File: config.mk
export PLATFORM = sky130hd
export DESIGN_NAME = logic_op_decode_flags
export DESIGN_NICKNAME = d
export VERILOG_FILES = /design/src/rtl/logic_op_pkg.sv /design/src/rtl/logic_op_decode_flags.sv
export SDC_FILE = /design/constraint.sdc
export NUM_CORES = 1
export LEC_CHECK = 0
export ABC_AREA = 1
export BUFFER_PORTS_ARGS = -buffer_cell sky130_fd_sc_hd__buf_2
export CORE_ASPECT_RATIO = 0.6
export CORE_UTILIZATION = 45
export CTS_CLUSTER_DIAMETER = 80
export DETAILED_ROUTE_END_ITERATION = 8
export SYNTH_ARGS = -nofsm -noshare
export SYNTH_HDL_FRONTEND = slang
export SYNTH_SLANG_ARGS = --single-unit
File: constraint.sdc
create_clock -name pclk -period 3.8 [get_ports pclk]
set_input_delay 0.57 -clock pclk [delete_from_list [all_inputs] [get_ports pclk]]
set_output_delay 0.57 -clock pclk [all_outputs]
set_load 0.05 [all_outputs]
File: src/rtl/logic_op_pkg.sv
package logic_op_pkg;

   // -------------------------------------------------------------
   // Register map (byte addresses)
   // -------------------------------------------------------------
   localparam logic [11:0] OFF_OPCODE = 12'h000;
   localparam logic [11:0] OFF_SRC    = 12'h004;
   localparam logic [11:0] OFF_DST    = 12'h008;
   localparam logic [11:0] OFF_CCR    = 12'h00c;
   localparam logic [11:0] OFF_RESULT = 12'h010;
   localparam logic [11:0] OFF_STATUS = 12'h014;

   // -------------------------------------------------------------
   // Field positions
   // -------------------------------------------------------------
   localparam int CCR_C = 0;
   localparam int CCR_V = 1;
   localparam int CCR_Z = 2;
   localparam int CCR_N = 3;
   localparam int CCR_X = 4;

   localparam int ST_BUSY    = 0;
   localparam int ST_DONE    = 1;
   localparam int ST_ILLEGAL = 2;
   localparam int ST_WB      = 3;

   // -------------------------------------------------------------
   // Reset values
   // -------------------------------------------------------------
   localparam logic [15:0] OPCODE_RST = 16'h0000;
   localparam logic [31:0] DATA_RST   = 32'h0000_0000;
   localparam logic [4:0]  CCR_RST    = 5'h00;

   // -------------------------------------------------------------
   // Opcode encodings
   // -------------------------------------------------------------
   localparam logic [15:0] NO_OPERATION_WORD = 16'h4e71;
   localparam logic [7:0]  COMPLEMENT_HI     = 8'h46;
   localparam logic [7:0]  NEGATE_WITH_EXTEND_HI = 8'h40;
   localparam logic [3:0]  DISJUNCTION_TOP   = 4'h8;

   localparam logic [1:0] SZ_BYTE = 2'h0;
   localparam logic [1:0] SZ_WORD = 2'h1;
   localparam logic [1:0] SZ_LONG = 2'h2;

   localparam logic [2:0] MODE_DATA_REG    = 3'h0;
   localparam logic [2:0] MODE_ADDRESS_REG = 3'h1;
   localparam logic [2:0] MODE_EXTENDED    = 3'h7;
   localparam logic [2:0] EXT_ABS_LONG     = 3'h1;
   localparam logic [2:0] EXT_IMMEDIATE    = 3'h4;

   // -------------------------------------------------------------
   // Types
   // -------------------------------------------------------------
   typedef enum logic [1:0] {
      S_IDLE  = 2'b00,
      S_EXEC  = 2'b01,
      S_DRAIN = 2'b10
   } exec_state_t;

   typedef struct packed {
      logic        psel;
      logic        penable;
      logic        pwrite;
      logic [11:0] paddr;
      logic [31:0] pwdata;
   } apb_req_t;

   typedef struct packed {
      logic [31:0] prdata;
      logic        pready;
      logic        pslverr;
   } apb_rsp_t;

   typedef struct packed {
      logic busy;
      logic retire;
      logic illegal_trap;
   } core_evt_t;

   typedef struct packed {
      exec_state_t state;
      logic [15:0] opcode;
      logic [31:0] src;
      logic [31:0] dst;
      logic [4:0]  ccr;
      logic [31:0] result;
      logic        done;
      logic        illegal;
      logic        wb;
      apb_rsp_t    rsp;
      core_evt_t   evt;
   } core_state_t;

endpackage

File: src/rtl/logic_op_decode_flags.sv
// The implementer's own choices: the APB interface to the registers and the placing of the registers.
`timescale 1ns/1ps
// Notes on behaviour
// - No-operation changes nothing but the program counter; flags stay put.
// - No-operation retires only once all outstanding bus cycles have finished.
// - Complement writes ones complement of destination at byte, word or long size.
// - Complement sets N from sign, Z on zero, clears V and C, keeps X.
// - Complement and negate-with-extend destinations accept data-alterable modes only.
// - Complement decodes bits 15..8 as 01000110, size 7..6, locator 5..0.
// - Disjunction ORs source into destination at sized width; address registers refused.
// - Disjunction decodes top 1000, data register 11..9, direction field 8..6.
// - Disjunction sets N from msb, Z on zero, clears V and C, keeps X.
// - Disjunction source locator takes any data mode; address register refused.
// - Disjunction destination locator takes memory-alterable modes only.
// - Negate-with-extend computes zero minus destination minus X, sized.
module logic_op_decode_flags (
   // Clock and reset
   input  wire logic                    pclk,
   input  wire logic                    presetn,
   // Register bus
   input  wire logic_op_pkg::apb_req_t  apb_req,
   output logic_op_pkg::apb_rsp_t       apb_rsp,
   // Core side
   input  wire logic                    bus_pending,
   output logic_op_pkg::core_evt_t      core_evt
);

   // -------------------------------------------------------------
   // State
   // -------------------------------------------------------------
   logic_op_pkg::core_state_t state_reg;
   logic_op_pkg::core_state_t state_next;

   // -------------------------------------------------------------
   // Outputs
   // -------------------------------------------------------------
   // No logic after the state flops, so the bus sees clean edges
   assign apb_rsp  = state_reg.rsp;
   assign core_evt = state_reg.evt;

   // -------------------------------------------------------------
   // Helpers
   // -------------------------------------------------------------
   function automatic logic [31:0] size_mask(input logic [1:0] sz);
      logic [31:0] m;
      m = 32'hffff_ffff;
      case (sz)
         logic_op_pkg::SZ_BYTE: begin
            m = 32'h0000_00ff;
         end
         logic_op_pkg::SZ_WORD: begin
            m = 32'h0000_ffff;
         end
         default: begin
            m = 32'hffff_ffff;
         end
      endcase
      return m;
   endfunction

   function automatic logic size_msb(input logic [31:0] v, input logic [1:0] sz);
      logic b;
      b = v[31];
      case (sz)
         logic_op_pkg::SZ_BYTE: begin
            b = v[7];
         end
         logic_op_pkg::SZ_WORD: begin
            b = v[15];
         end
         default: begin
            b = v[31];
         end
      endcase
      return b;
   endfunction

   // Data-alterable: no address register, extended only absolute forms
   function automatic logic data_alterable(input logic [2:0] md, input logic [2:0] rg);
      logic ok;
      ok = md != logic_op_pkg::MODE_ADDRESS_REG;
      if (md == logic_op_pkg::MODE_EXTENDED) begin
         // Program-relative and immediate forms cannot be written
         ok = rg <= logic_op_pkg::EXT_ABS_LONG;
      end
      return ok;
   endfunction

   // -------------------------------------------------------------
   // Decode of the held opcode
   // -------------------------------------------------------------
   logic [2:0]  ea_mode;
   logic [2:0]  ea_reg;
   logic [1:0]  op_size;
   logic        is_nop;
   logic        is_not;
   logic        is_negate_with_extend;
   logic        is_or;
   logic        or_to_ea;
   logic        size_ok;
   logic        dst_alt_ok;
   logic        src_data_ok;
   logic        mem_alt_ok;
   logic        legal;

   always_comb begin
      ea_mode  = state_reg.opcode[5:3];
      ea_reg   = state_reg.opcode[2:0];
      op_size  = state_reg.opcode[7:6];
      or_to_ea = state_reg.opcode[8];
      is_nop   = state_reg.opcode == logic_op_pkg::NO_OPERATION_WORD;
      is_not   = state_reg.opcode[15:8] == logic_op_pkg::COMPLEMENT_HI;
      is_negate_with_extend  = state_reg.opcode[15:8] == logic_op_pkg::NEGATE_WITH_EXTEND_HI;
      is_or    = state_reg.opcode[15:12] == logic_op_pkg::DISJUNCTION_TOP;
      // Legality terms
      size_ok     = op_size != 2'h3;
      dst_alt_ok  = data_alterable(ea_mode, ea_reg);
      // Any data mode as source, up to immediate
      src_data_ok = (ea_mode != logic_op_pkg::MODE_ADDRESS_REG) &&
                    ((ea_mode != logic_op_pkg::MODE_EXTENDED) ||
                     (ea_reg <= logic_op_pkg::EXT_IMMEDIATE));
      // Register targets must use the other direction
      mem_alt_ok  = (ea_mode != logic_op_pkg::MODE_DATA_REG) && dst_alt_ok;
      legal       = 1'b0;
      if (is_nop) begin
         legal = 1'b1;
      end else if (is_not || is_negate_with_extend) begin
         legal = size_ok && dst_alt_ok;
      end else if (is_or) begin
         if (!size_ok) begin
            legal = 1'b0;
         end else if (!or_to_ea) begin
            legal = src_data_ok;
         end else begin
            legal = mem_alt_ok;
         end
      end
   end

   // -------------------------------------------------------------
   // Datapath
   // -------------------------------------------------------------
   logic [31:0] mask;
   logic [31:0] val;
   logic [32:0] negate_with_extend_diff;
   logic [31:0] merged;
   logic        res_msb;
   logic        res_zero;
   logic        borrow;
   logic        ovf;

   always_comb begin
      mask      = size_mask(op_size);
      // Full width difference; the size mask picks the live part
      negate_with_extend_diff = 33'h0_0000_0000 - {1'b0, state_reg.dst & mask}
                  - {32'h0000_0000, state_reg.ccr[logic_op_pkg::CCR_X]};
      if (is_not) begin
         val = ~state_reg.dst;
      end else if (is_or) begin
         val = state_reg.src | state_reg.dst;
      end else begin
         val = negate_with_extend_diff[31:0];
      end
      // Upper bytes of a byte or word result keep the destination
      merged   = (state_reg.dst & ~mask) | (val & mask);
      // ---------------------------------------------------------
      // Condition flags
      // ---------------------------------------------------------
      res_msb  = size_msb(val, op_size);
      res_zero = (val & mask) == 32'h0000_0000;
      // Zero minus d minus x borrows unless both are zero
      borrow   = ((state_reg.dst & mask) != 32'h0000_0000) ||
                 state_reg.ccr[logic_op_pkg::CCR_X];
      // Only the most negative operand overflows, and its sign stays set
      ovf      = size_msb(state_reg.dst, op_size) && res_msb;
   end

   // -------------------------------------------------------------
   // Next state
   // -------------------------------------------------------------
   logic setup;
   logic access;
   logic wr_ok;

   always_comb begin
      state_next                  = state_reg;
      state_next.rsp.pready       = 1'b0;
      state_next.rsp.pslverr      = 1'b0;
      state_next.evt.retire       = 1'b0;
      state_next.evt.illegal_trap = 1'b0;
      setup  = apb_req.psel && !apb_req.penable;
      access = apb_req.psel && apb_req.penable && state_reg.rsp.pready;
      wr_ok  = access && apb_req.pwrite && !state_reg.evt.busy;

      // -------------------------------------------------------------
      // Register read answer
      // -------------------------------------------------------------
      // Answer is prepared in setup, so the access phase takes no wait state
      if (setup) begin
         state_next.rsp.pready = 1'b1;
         state_next.rsp.prdata = 32'h0000_0000;
         case (apb_req.paddr)
            logic_op_pkg::OFF_OPCODE: begin
               state_next.rsp.prdata = {16'h0000, state_reg.opcode};
            end
            logic_op_pkg::OFF_SRC: begin
               state_next.rsp.prdata = state_reg.src;
            end
            logic_op_pkg::OFF_DST: begin
               state_next.rsp.prdata = state_reg.dst;
            end
            logic_op_pkg::OFF_CCR: begin
               state_next.rsp.prdata = {27'h000_0000, state_reg.ccr};
            end
            logic_op_pkg::OFF_RESULT: begin
               state_next.rsp.prdata = state_reg.result;
            end
            logic_op_pkg::OFF_STATUS: begin
               state_next.rsp.prdata[logic_op_pkg::ST_BUSY]    = state_reg.evt.busy;
               state_next.rsp.prdata[logic_op_pkg::ST_DONE]    = state_reg.done;
               state_next.rsp.prdata[logic_op_pkg::ST_ILLEGAL] = state_reg.illegal;
               state_next.rsp.prdata[logic_op_pkg::ST_WB]      = state_reg.wb;
            end
            default: begin
               state_next.rsp.pslverr = 1'b1;
            end
         endcase
      end

      // -------------------------------------------------------------
      // Register write
      // -------------------------------------------------------------
      // Operand writes are refused while an instruction is in flight;
      // they are dropped silently, so software must poll the busy bit
      if (wr_ok) begin
         case (apb_req.paddr)
            logic_op_pkg::OFF_OPCODE: begin
               state_next.opcode   = apb_req.pwdata[15:0];
               state_next.state    = logic_op_pkg::S_EXEC;
               state_next.evt.busy = 1'b1;
               state_next.done     = 1'b0;
               state_next.illegal  = 1'b0;
               state_next.wb       = 1'b0;
            end
            logic_op_pkg::OFF_SRC: begin
               state_next.src = apb_req.pwdata;
            end
            logic_op_pkg::OFF_DST: begin
               state_next.dst = apb_req.pwdata;
            end
            logic_op_pkg::OFF_CCR: begin
               state_next.ccr = apb_req.pwdata[4:0];
            end
            default: begin
               state_next.src = state_reg.src;
            end
         endcase
      end

      // -------------------------------------------------------------
      // Execution sequencer
      // -------------------------------------------------------------
      case (state_reg.state)
         logic_op_pkg::S_IDLE: begin
            // Busy follows an accepted opcode write
            state_next.evt.busy = state_next.state != logic_op_pkg::S_IDLE;
         end
         logic_op_pkg::S_EXEC: begin
            if (!legal) begin
               // Nothing but the trap and the illegal, done and busy status bits change
               state_next.illegal          = 1'b1;
               state_next.evt.illegal_trap = 1'b1;
               state_next.done             = 1'b1;
               state_next.evt.busy         = 1'b0;
               state_next.state            = logic_op_pkg::S_IDLE;
            end else if (is_nop) begin
               // Flags and result stay as they are
               state_next.state = logic_op_pkg::S_DRAIN;
            end else begin
               state_next.result = merged;
               state_next.wb     = 1'b1;
               state_next.ccr[logic_op_pkg::CCR_N] = res_msb;
               if (is_negate_with_extend) begin
                  // Z only ever cleared, so multi-word chains test as a whole
                  state_next.ccr[logic_op_pkg::CCR_Z] =
                     res_zero && state_reg.ccr[logic_op_pkg::CCR_Z];
                  state_next.ccr[logic_op_pkg::CCR_V] = ovf;
                  state_next.ccr[logic_op_pkg::CCR_C] = borrow;
                  state_next.ccr[logic_op_pkg::CCR_X] = borrow;
               end else begin
                  state_next.ccr[logic_op_pkg::CCR_Z] = res_zero;
                  state_next.ccr[logic_op_pkg::CCR_V] = 1'b0;
                  state_next.ccr[logic_op_pkg::CCR_C] = 1'b0;
               end
               state_next.done       = 1'b1;
               state_next.evt.retire = 1'b1;
               state_next.evt.busy   = 1'b0;
               state_next.state      = logic_op_pkg::S_IDLE;
            end
         end
         logic_op_pkg::S_DRAIN: begin
            // Holding here stops any later instruction from overlapping
            if (!bus_pending) begin
               state_next.done       = 1'b1;
               state_next.evt.retire = 1'b1;
               state_next.evt.busy   = 1'b0;
               state_next.state      = logic_op_pkg::S_IDLE;
            end
         end
         default: begin
            state_next.state    = logic_op_pkg::S_IDLE;
            state_next.evt.busy = 1'b0;
         end
      endcase
   end

   // -------------------------------------------------------------
   // Registers
   // -------------------------------------------------------------
   always_ff @(posedge pclk or negedge presetn) begin
      if (!presetn) begin
         state_reg.state            <= logic_op_pkg::S_IDLE;
         state_reg.opcode           <= logic_op_pkg::OPCODE_RST;
         state_reg.src              <= logic_op_pkg::DATA_RST;
         state_reg.dst              <= logic_op_pkg::DATA_RST;
         state_reg.ccr              <= logic_op_pkg::CCR_RST;
         state_reg.result           <= logic_op_pkg::DATA_RST;
         state_reg.done             <= 1'b0;
         state_reg.illegal          <= 1'b0;
         state_reg.wb               <= 1'b0;
         state_reg.rsp.prdata       <= logic_op_pkg::DATA_RST;
         state_reg.rsp.pready       <= 1'b0;
         state_reg.rsp.pslverr      <= 1'b0;
         state_reg.evt.busy         <= 1'b0;
         state_reg.evt.retire       <= 1'b0;
         state_reg.evt.illegal_trap <= 1'b0;
      end else begin
         state_reg <= state_next;
      end
   end

endmodule

After elaboration in Yosys (flattened, before gate mapping):

Index checks and enable logic that the tools add are counted.

* output and inout port bits: 37
* flip-flop bits (word level): 159
* input port bits: 50
* word-level logic and storage cells: 118

* magnitude comparators: 2
* $add $sub $neg: 2
* equal/unequal tests: 16
* bitwise gates (word level): 8
* reduce and logical (&&, ||, !) cells: 27
* multiplexer cells: 48

Operators by type and width (count)
* one-hot mux 28 bit (5 select lines): 1
* two-way mux 32 bit: 4
* AND 32 bit: 3
* two-way mux 87 bit: 1
* two-way mux 37 bit: 2
* inverter 32 bit: 2
* bitwise OR 32 bit: 2
* one-hot mux 32 bit (2 select lines): 1
* two-way mux 38 bit: 1
* zero test 32 bit: 1
* nonzero test 32 bit: 1
* subtractor 1 x 32 -> 32 bit (first input constant): 1
* subtractor 32 x 1 -> 32 bit: 1
* equality test 12 x 4 -> 1 bit (second input constant): 2
* equality test 12 x 5 -> 1 bit (second input constant): 2
* one-hot mux 4 bit (6 select lines): 1
* two-way mux 1 bit: 19
* two-way mux 18 bit: 1
* equality test 16 x 15 -> 1 bit (second input constant): 1
* equality test 8 x 7 -> 1 bit (second input constant): 2
* two-way mux 2 bit: 7
* equality test 12 x 3 -> 1 bit (second input constant): 1
* zero test 12 bit: 1
* logical AND 1 bit: 10
* other kinds (23): 35

Depth between registers and ports, before layout:

Gate-level depths: netlist of run 1.

* word-level depth: 14
* depth in mapped cells: 23
* gate-level depth less buffers: 22

Worst setup path before layout of run 1:

OpenSTA, ideal clock, no wires.

* kind: register to register
* start: register state_reg, in the netlist op_size[1]
* end: register state_reg[74] (netlist name)
* data arrival time: 2.749 ns
* stages on the path, launching flop included: 22
* setup slack: 0.976 ns
* clock period less this slack: 2.824 ns
* required time: 3.725 ns
* library setup time: 0.075 ns
* buffers on the path: 2
* cell sequence: dfrtp_1 -> buf_2 -> nor2_1 -> clkbuf_1 -> nor2_1 -> inv_1 -> ha_1 -> inv_1 -> nand2_1 -> nor2_1 -> nand2_1 -> nor3_1 -> nand2_1 -> nand2_1 -> nand2_1 -> nand3_1 -> nand2_1 -> nand2_1 -> nand2_1 -> nor2_1 -> nand3_1 -> o21bai_2

RTL lines
* start: declaration: RTL line logic_op_decode_flags.sv:31 `logic_op_pkg::core_state_t state_reg;`
* start signal: assignment: RTL line logic_op_decode_flags.sv:338 `state_reg <= state_next;`

==> impl_metrics.ini, run 1 <==
[synthesis]
netlist_top_cells_area = dfrtp_1, nand2_1, inv_1
synth-seq-area-share_pct = 35.75
netlist-cell-type-count = 47
syn-cell-area_um2 = 11130
synth_top_cell_area_share_pct = 35.75
post-synth-top-area-cell = dfrtp_1
postSynthNetCount = 1791
synth_seq_cells = 159
synth-async-reset-ratio_pct = 100.0
ys_warn_count = 0
synth-edff-count = 0
post_synth_inst_count = 1690
syn_avg_cell_area_um2 = 6.585
synth_top_flop_cell = dfrtp_1

[pwr]
power.ir.vdd_worst_mv = 0.2341
power.leakage_nw = 6.486
pwr_density_cell_nw_per_um2 = 299.1

[die]
die_y_um = 123.8
core_area_um2 = 24220
num_io_pins = 87
die_w_um = 205.0
initial_utilization_pct = 45.94
row_count = 44
dieArea_um2 = 25380

[detailed_routing]
drt_pass1_iterations = 6
post_drt_via_cell_ratio = 5.322
postRouteAntennaNets = 0
wirelength_met1_mm = 20.21
met2WireLength_mm = 12.62
drt_drc_violations_left = 0
drt-total-wl_mm = 38.14
number_of_violations_reported_at_the_end_of_detailed_routing_iteration_0 = 1511
top_layer_used = met5
met3WireLength_mm = 4.954
wirelength_per_cell_um = 18.55
num_vias = 10940

[timing]
max_freq_ghz = 0.2962
slew_viol_final = 0
slew_headroom_pct = 36.50
finalWorstSetupSlack_ns = 0.4244
finalClockSkew_ns = 0.01038
fin_crit_sh_pct = 88.83
worst_slew_pin_slew_ns = 0.9285
setup_total_negative_slack_ns = 0
hold_slack_ns = 0.1476
finalHoldViolations = 0
setup_viol_count_final = 0
finalCriticalPeriod_ns = 3.376
grt_setup_unrepaired = no

[clocking]
clk-insertion-delay-late_ns = 0.46
clock_buffer_count_from_cts = 17
root_buffer = clkbuf_16
clk_path_buf_depth = 2
post_cts.repair.setup_buffers = 0
cts_max_level = 4
post_cts_gate_resize_count = 0
tritoncts = built
clk_pin_slew_ns = 0.07
ctsHoldBuffers = 0
cts_num_sinks = 159

[setup_path]
timing.critical_path.fanout_max = 10
setup.worst_path.start_class = register
setup.worst_path.end_class = register
worst_ep_arrival_time_ns = 3.76
worst-setup-path-type = register to register
cp.required_ns = 4.18

[place]
place_ws_ns = 0.4821
place.detailed.hpwl_mm = 28.82
port_buffers = 86
routability_driven_placement_congestion_ratio = 0.9794

[grt]
antenna_violations_before_repair = 0
globalRouteOverflowTotal = 0
grt_pass1_vias = 9444
grt_start_max_net_pins = 80
grt_first_pass_wirelength_mm = 57.88
grt_usage_pct = 31.12

[run_status]
outcome = finished, final reports clean

[finish]
flow.area_growth_from_synthesis_pct = 9.659
design.final.nets = 1822
post_route_cells_drive_above_1_share_pct = 8.881
antenna-diode-count = 0
largest_reg_flops = 113

[min_path]
hold_path_class = input pin to asynchronous set/reset pin

[run]
max-cap-violations = 0
[Yosys cell counts, types with 19 or more instances]
| master | number |
|---|---|
| nor3_1 | 19 |
| nor2_1 | 156 |
| a21oi_1 | 106 |
| dfrtp_1 | 159 |
| ha_1 | 51 |
| o22ai_1 | 26 |
| o21ai_0 | 160 |
| buf_4 | 41 |
| clkbuf_1 | 35 |
| inv_1 | 292 |
| nand2_1 | 477 |
| nand3_1 | 70 |
[metal layers]
layer  vias to the layer above  GRT usage, %
met2                       537         34.27
li1                       5360             -
met1                      5015         52.82
met5                         -             0
met3                        28         11.22
met4                         2         6.157
[final cells by class]
cell class / instances / area, um^2
clock buffers: 17 / 425.4
inverters: 298 / 1119
repair buffers: 104 / 571.8
clock inverters: 15 / 192.7
multi-input cells: 1141 / 5513
well taps: 322 / 402.9
flip-flops and latches: 159 / 3979
fillers: 2523 / 12020
[placed cells by master (no fill, tap or decap), types with 18 or more instances in the layout]
cell       n
nor3_1    19
inv_1    292
dfrtp_1  159
o22ai_1   26
nand3_1   69
a21oi_1  106
o21ai_0  160
ha_1      51
nand2_1  475
buf_2     85
nor2_1   156
buf_4     18
[worst max-delay path: stages, from the launching register on]
cell	delay, ns
dfrtp_1	0.42
nor2_1	0.48
nor2_1	0.15
inv_1	0.14
ha_1	0.28
inv_1	0.13
nand2_1	0.10
inv_1	0.09
nand2_1	0.07
inv_1	0.06
nand2_1	0.08
nand2_1	0.20
nand2_1	0.12
nand3_1	0.10
nand2_1	0.05
nand3_1	0.23
nand2_1	0.10
nand2_1	0.10
nand2_1	0.07
nor2_1	0.09
nand3_1	0.11
o21bai_2	0.16
[power by group]
part           internal, mW  switching [mW]
sequential             1.69         0.00109
combinational        0.0289          0.0812
clock                  1.00           0.843
total                  2.72           0.926
[per-stage QoR]
stage	std cells	instance area, um^2	power, mW	utilization (%)
floorplan	1690	11130	1.761	-
global route	2056	12200	3.755	50.38
detailed placement	2024	11580	1.839	47.83
finish	2056	12200	3.649	50.38
global placement	2024	11580	1.839	47.83
CTS	2056	12200	3.667	50.38
[worst paths after layout]
path,start,endpoint,slack (ns),cells after the start
setup / recovery,op_size[0]$_DFFE_PN0P_,state_reg[74]$_DFF_PN0_,0.42,21
hold / removal,presetn,state_reg[138]$_DFFE_PN0P_,0.15,1
setup reg to reg,op_size[0]$_DFFE_PN0P_,state_reg[74]$_DFF_PN0_,0.42,21
hold reg to reg,apb_rsp[12]$_DFFE_PN0P_,apb_rsp[12]$_DFFE_PN0P_,0.48,2
max in group asynchronous,presetn,state_reg[60]$_DFFE_PN0P_,2.69,2
min in group pclk,apb_req[45],apb_rsp[1]$_DFF_PN0_,0.37,2
[cells by family after synthesis]
group | synth area share (%)
adder cells (fa/ha/maj) | 5.734
XOR/XNOR | 0.2362
buffers and inverters | 14.80
flip-flops | 35.75
AO/OA/AOI/OAI | 16.26
AND/OR/NAND/NOR | 27.22
(Power assumes the default switching activity.)
==> run 2: changes to the inputs <==
==> constraint.sdc (replaced) <==
create_clock -name pclk -period 4.2 [get_ports pclk]
set_input_delay 0.63 -clock pclk [delete_from_list [all_inputs] [get_ports pclk]]
set_output_delay 0.63 -clock pclk [all_outputs]
set_load 0.05 [all_outputs]
==> impl_metrics.ini, run 2 (same netlist as run 1, synthesis figures left out) <==
[setup_path]
cp.required_ns = 4.58
worst_ep_arrival_time_ns = 3.76
setup.worst_path.start_class = register
worst-setup-path-type = register to register
timing.reg2reg.setup_slack_ns = 0.82
timing.reg2reg.worst_path_depth = 18
timing.critical_path.fanout_max = 10
critical_path.most_common_cell = nand2_1
cp_slowest_stage_delay_ns = 0.52
cp_cell_sequence = nor2_1 > nor2_1 > inv_1 > ha_1 > inv_1 > nand2_1 > nor2_1 > and2_1 > nand2_1 > nand3_1 > nand3_1 > nand2_1 > nand2_1 > nand2_1 > nand4_1 > nor2_1 > nand3_1 > o21bai_2
cpMaxStageDelayCell = nor2_1
regToRegStartpoint = op_size[0]$_DFFE_PN0P_
path_buf_inv = 2
cpLargestDelayFamily = simple AND/OR/NAND/NOR gates
critical_path.reg2reg.endpoint = state_reg[74]$_DFF_PN0_
setup.worst_path.end_class = register

[clocking]
ctsHoldBuffers = 0
clk_path_buf_depth = 2
clk_pin_slew_ns = 0.08
clk-insertion-delay-late_ns = 0.46
root_buffer = clkbuf_16
post_cts_gate_resize_count = 0
cts_max_level = 4
cts_num_sinks = 159
tritoncts = built
post_cts.repair.setup_buffers = 0
clock_buffer_count_from_cts = 17

[timing]
setup_viol_count_final = 0
fin_crit_sh_pct = 80.52
finalCriticalPeriod_ns = 3.382
finalWorstSetupSlack_ns = 0.8180
worst_slew_pin_slew_ns = 1.142
slew_headroom_pct = 23.68
setup_total_negative_slack_ns = 0
hold_slack_ns = 0.1668
finalClockSkew_ns = 0.01362
grt_setup_unrepaired = no
slew_viol_final = 0
max_freq_ghz = 0.2957
finalHoldViolations = 0

[grt]
globalRouteOverflowTotal = 0
antenna_violations_before_repair = 2
grt_start_max_net_pins = 69
grt_usage_pct = 30.53
grt_first_pass_wirelength_mm = 57.53
grt_pass1_vias = 9609

[finish]
design.final.nets = 1816
flow.area_growth_from_synthesis_pct = 9.433
largest_reg_flops = 113
layout.filler_cells = 2526
layout_common_cells = nand2_1, inv_1, o21ai_0
post_route_cells_drive_above_1_share_pct = 8.623
mostFrequentLayoutCell = nand2_1
finalInstanceArea_um2 = 12180

[detailed_routing]
number_of_violations_reported_at_the_end_of_detailed_routing_iteration_0 = 1229
wirelength_per_cell_um = 18.35
drt-total-wl_mm = 37.63
drt_drc_violations_left = 0
num_vias = 11020
post_drt_via_cell_ratio = 5.373
postRouteAntennaNets = 0
drt_pass1_iterations = 6

[die]
num_io_pins = 87
dieArea_um2 = 25380
die_y_um = 123.8
core_area_um2 = 24220
initial_utilization_pct = 45.94
die_w_um = 205.0
row_count = 44

[pwr]
power.leakage_nw = 6.471
power.ir.vdd_worst_mv = 0.2571
pwr_density_cell_nw_per_um2 = 272.2
total_power_of_the_final_layout_mw = 3.314

[place]
routability_driven_placement_congestion_ratio = 1.004
place.detailed.hpwl_mm = 28.06
port_buffers = 86
place_ws_ns = 0.9871
area_of_placed_instances_um2 = 11540

[run]
max-cap-violations = 0

[min_path]
hold_path_class = input pin to asynchronous set/reset pin

[run_status]
outcome = finished, final reports clean
[run 2: cell count changes in the layout (fill, tap and decap cells not counted), sizes merged]
cell      delta
buf          -6
clkinv       +2
clkinvlp     -2
bufinv       -1
diode        +1
inv          +1
[run 2: where the power goes]
group	switching (mW)	internal (mW)	leakage (nW)
clock	0.813	0.871	0.307
combinational	0.0729	0.0255	3.98
sequential	0.00101	1.53	2.18
total	0.887	2.43	6.47
[run 2: layer usage]
layer,GRT usage (%),vias to the layer above,wire length [um]
li1,-,5354,-
met1,51.50,5104,19580
met2,36.02,533,13160
met3,8.189,26,4479
met4,5.880,2,327
met5,2.579,-,84
[run 2: final cells by class]
| type | instances | area [um^2] | area share, % |
|---|---|---|---|
| Multi-Input combinational cell | 1141 | 5515 | 45.29 |
| Sequential cell | 159 | 3979 | 32.67 |
| Inverter | 298 | 1119 | 9.185 |
| Timing Repair Buffer | 98 | 526.8 | 4.325 |
| Clock buffer | 17 | 425.4 | 3.493 |
| Tap cell | 322 | 402.9 | 3.308 |
| Clock inverter | 15 | 207.7 | 1.706 |
| Antenna cell | 1 | 2.502 | 0.02055 |
[run 2: metrics by stage]
stage                     utilization (%)  cells
after detailed placement            47.65   2018
after global placement              47.65   2018
after floorplan                         -   1690
after global routing                50.26   2050
after CTS                           50.26   2050
final                               50.27   2051
[run 2: worst max path at each step]
| stage | from | endpoint | slack [ns] | cells past startpoint |
|---|---|---|---|---|
| floorplan | op_size[1]$_DFFE_PN0P_ | state_reg[74]$_DFF_PN0_ | 1.38 | 21 |
| global placement | op_size[0]$_DFFE_PN0P_ | state_reg[74]$_DFF_PN0_ | 1.03 | 18 |
| detailed placement | op_size[0]$_DFFE_PN0P_ | state_reg[74]$_DFF_PN0_ | 0.99 | 18 |
| CTS | op_size[0]$_DFFE_PN0P_ | state_reg[74]$_DFF_PN0_ | 0.93 | 18 |
| global route | op_size[0]$_DFFE_PN0P_ | state_reg[74]$_DFF_PN0_ | 0.51 | 18 |
| finish | op_size[0]$_DFFE_PN0P_ | state_reg[74]$_DFF_PN0_ | 0.82 | 18 |
[run 2: worst reg2reg max path, stage by stage, from the launching register on]
cell and delay (ns):
dfrtp_1 0.42, nor2_1 0.52, nor2_1 0.15, inv_1 0.12
ha_1 0.31, inv_1 0.14, nand2_1 0.08, nor2_1 0.23
and2_1 0.17, nand2_1 0.07, nand3_1 0.12, nand3_1 0.16
nand2_1 0.10, nand2_1 0.09, nand2_1 0.12, nand4_1 0.11
nor2_1 0.16, nand3_1 0.11, o21bai_2 0.13
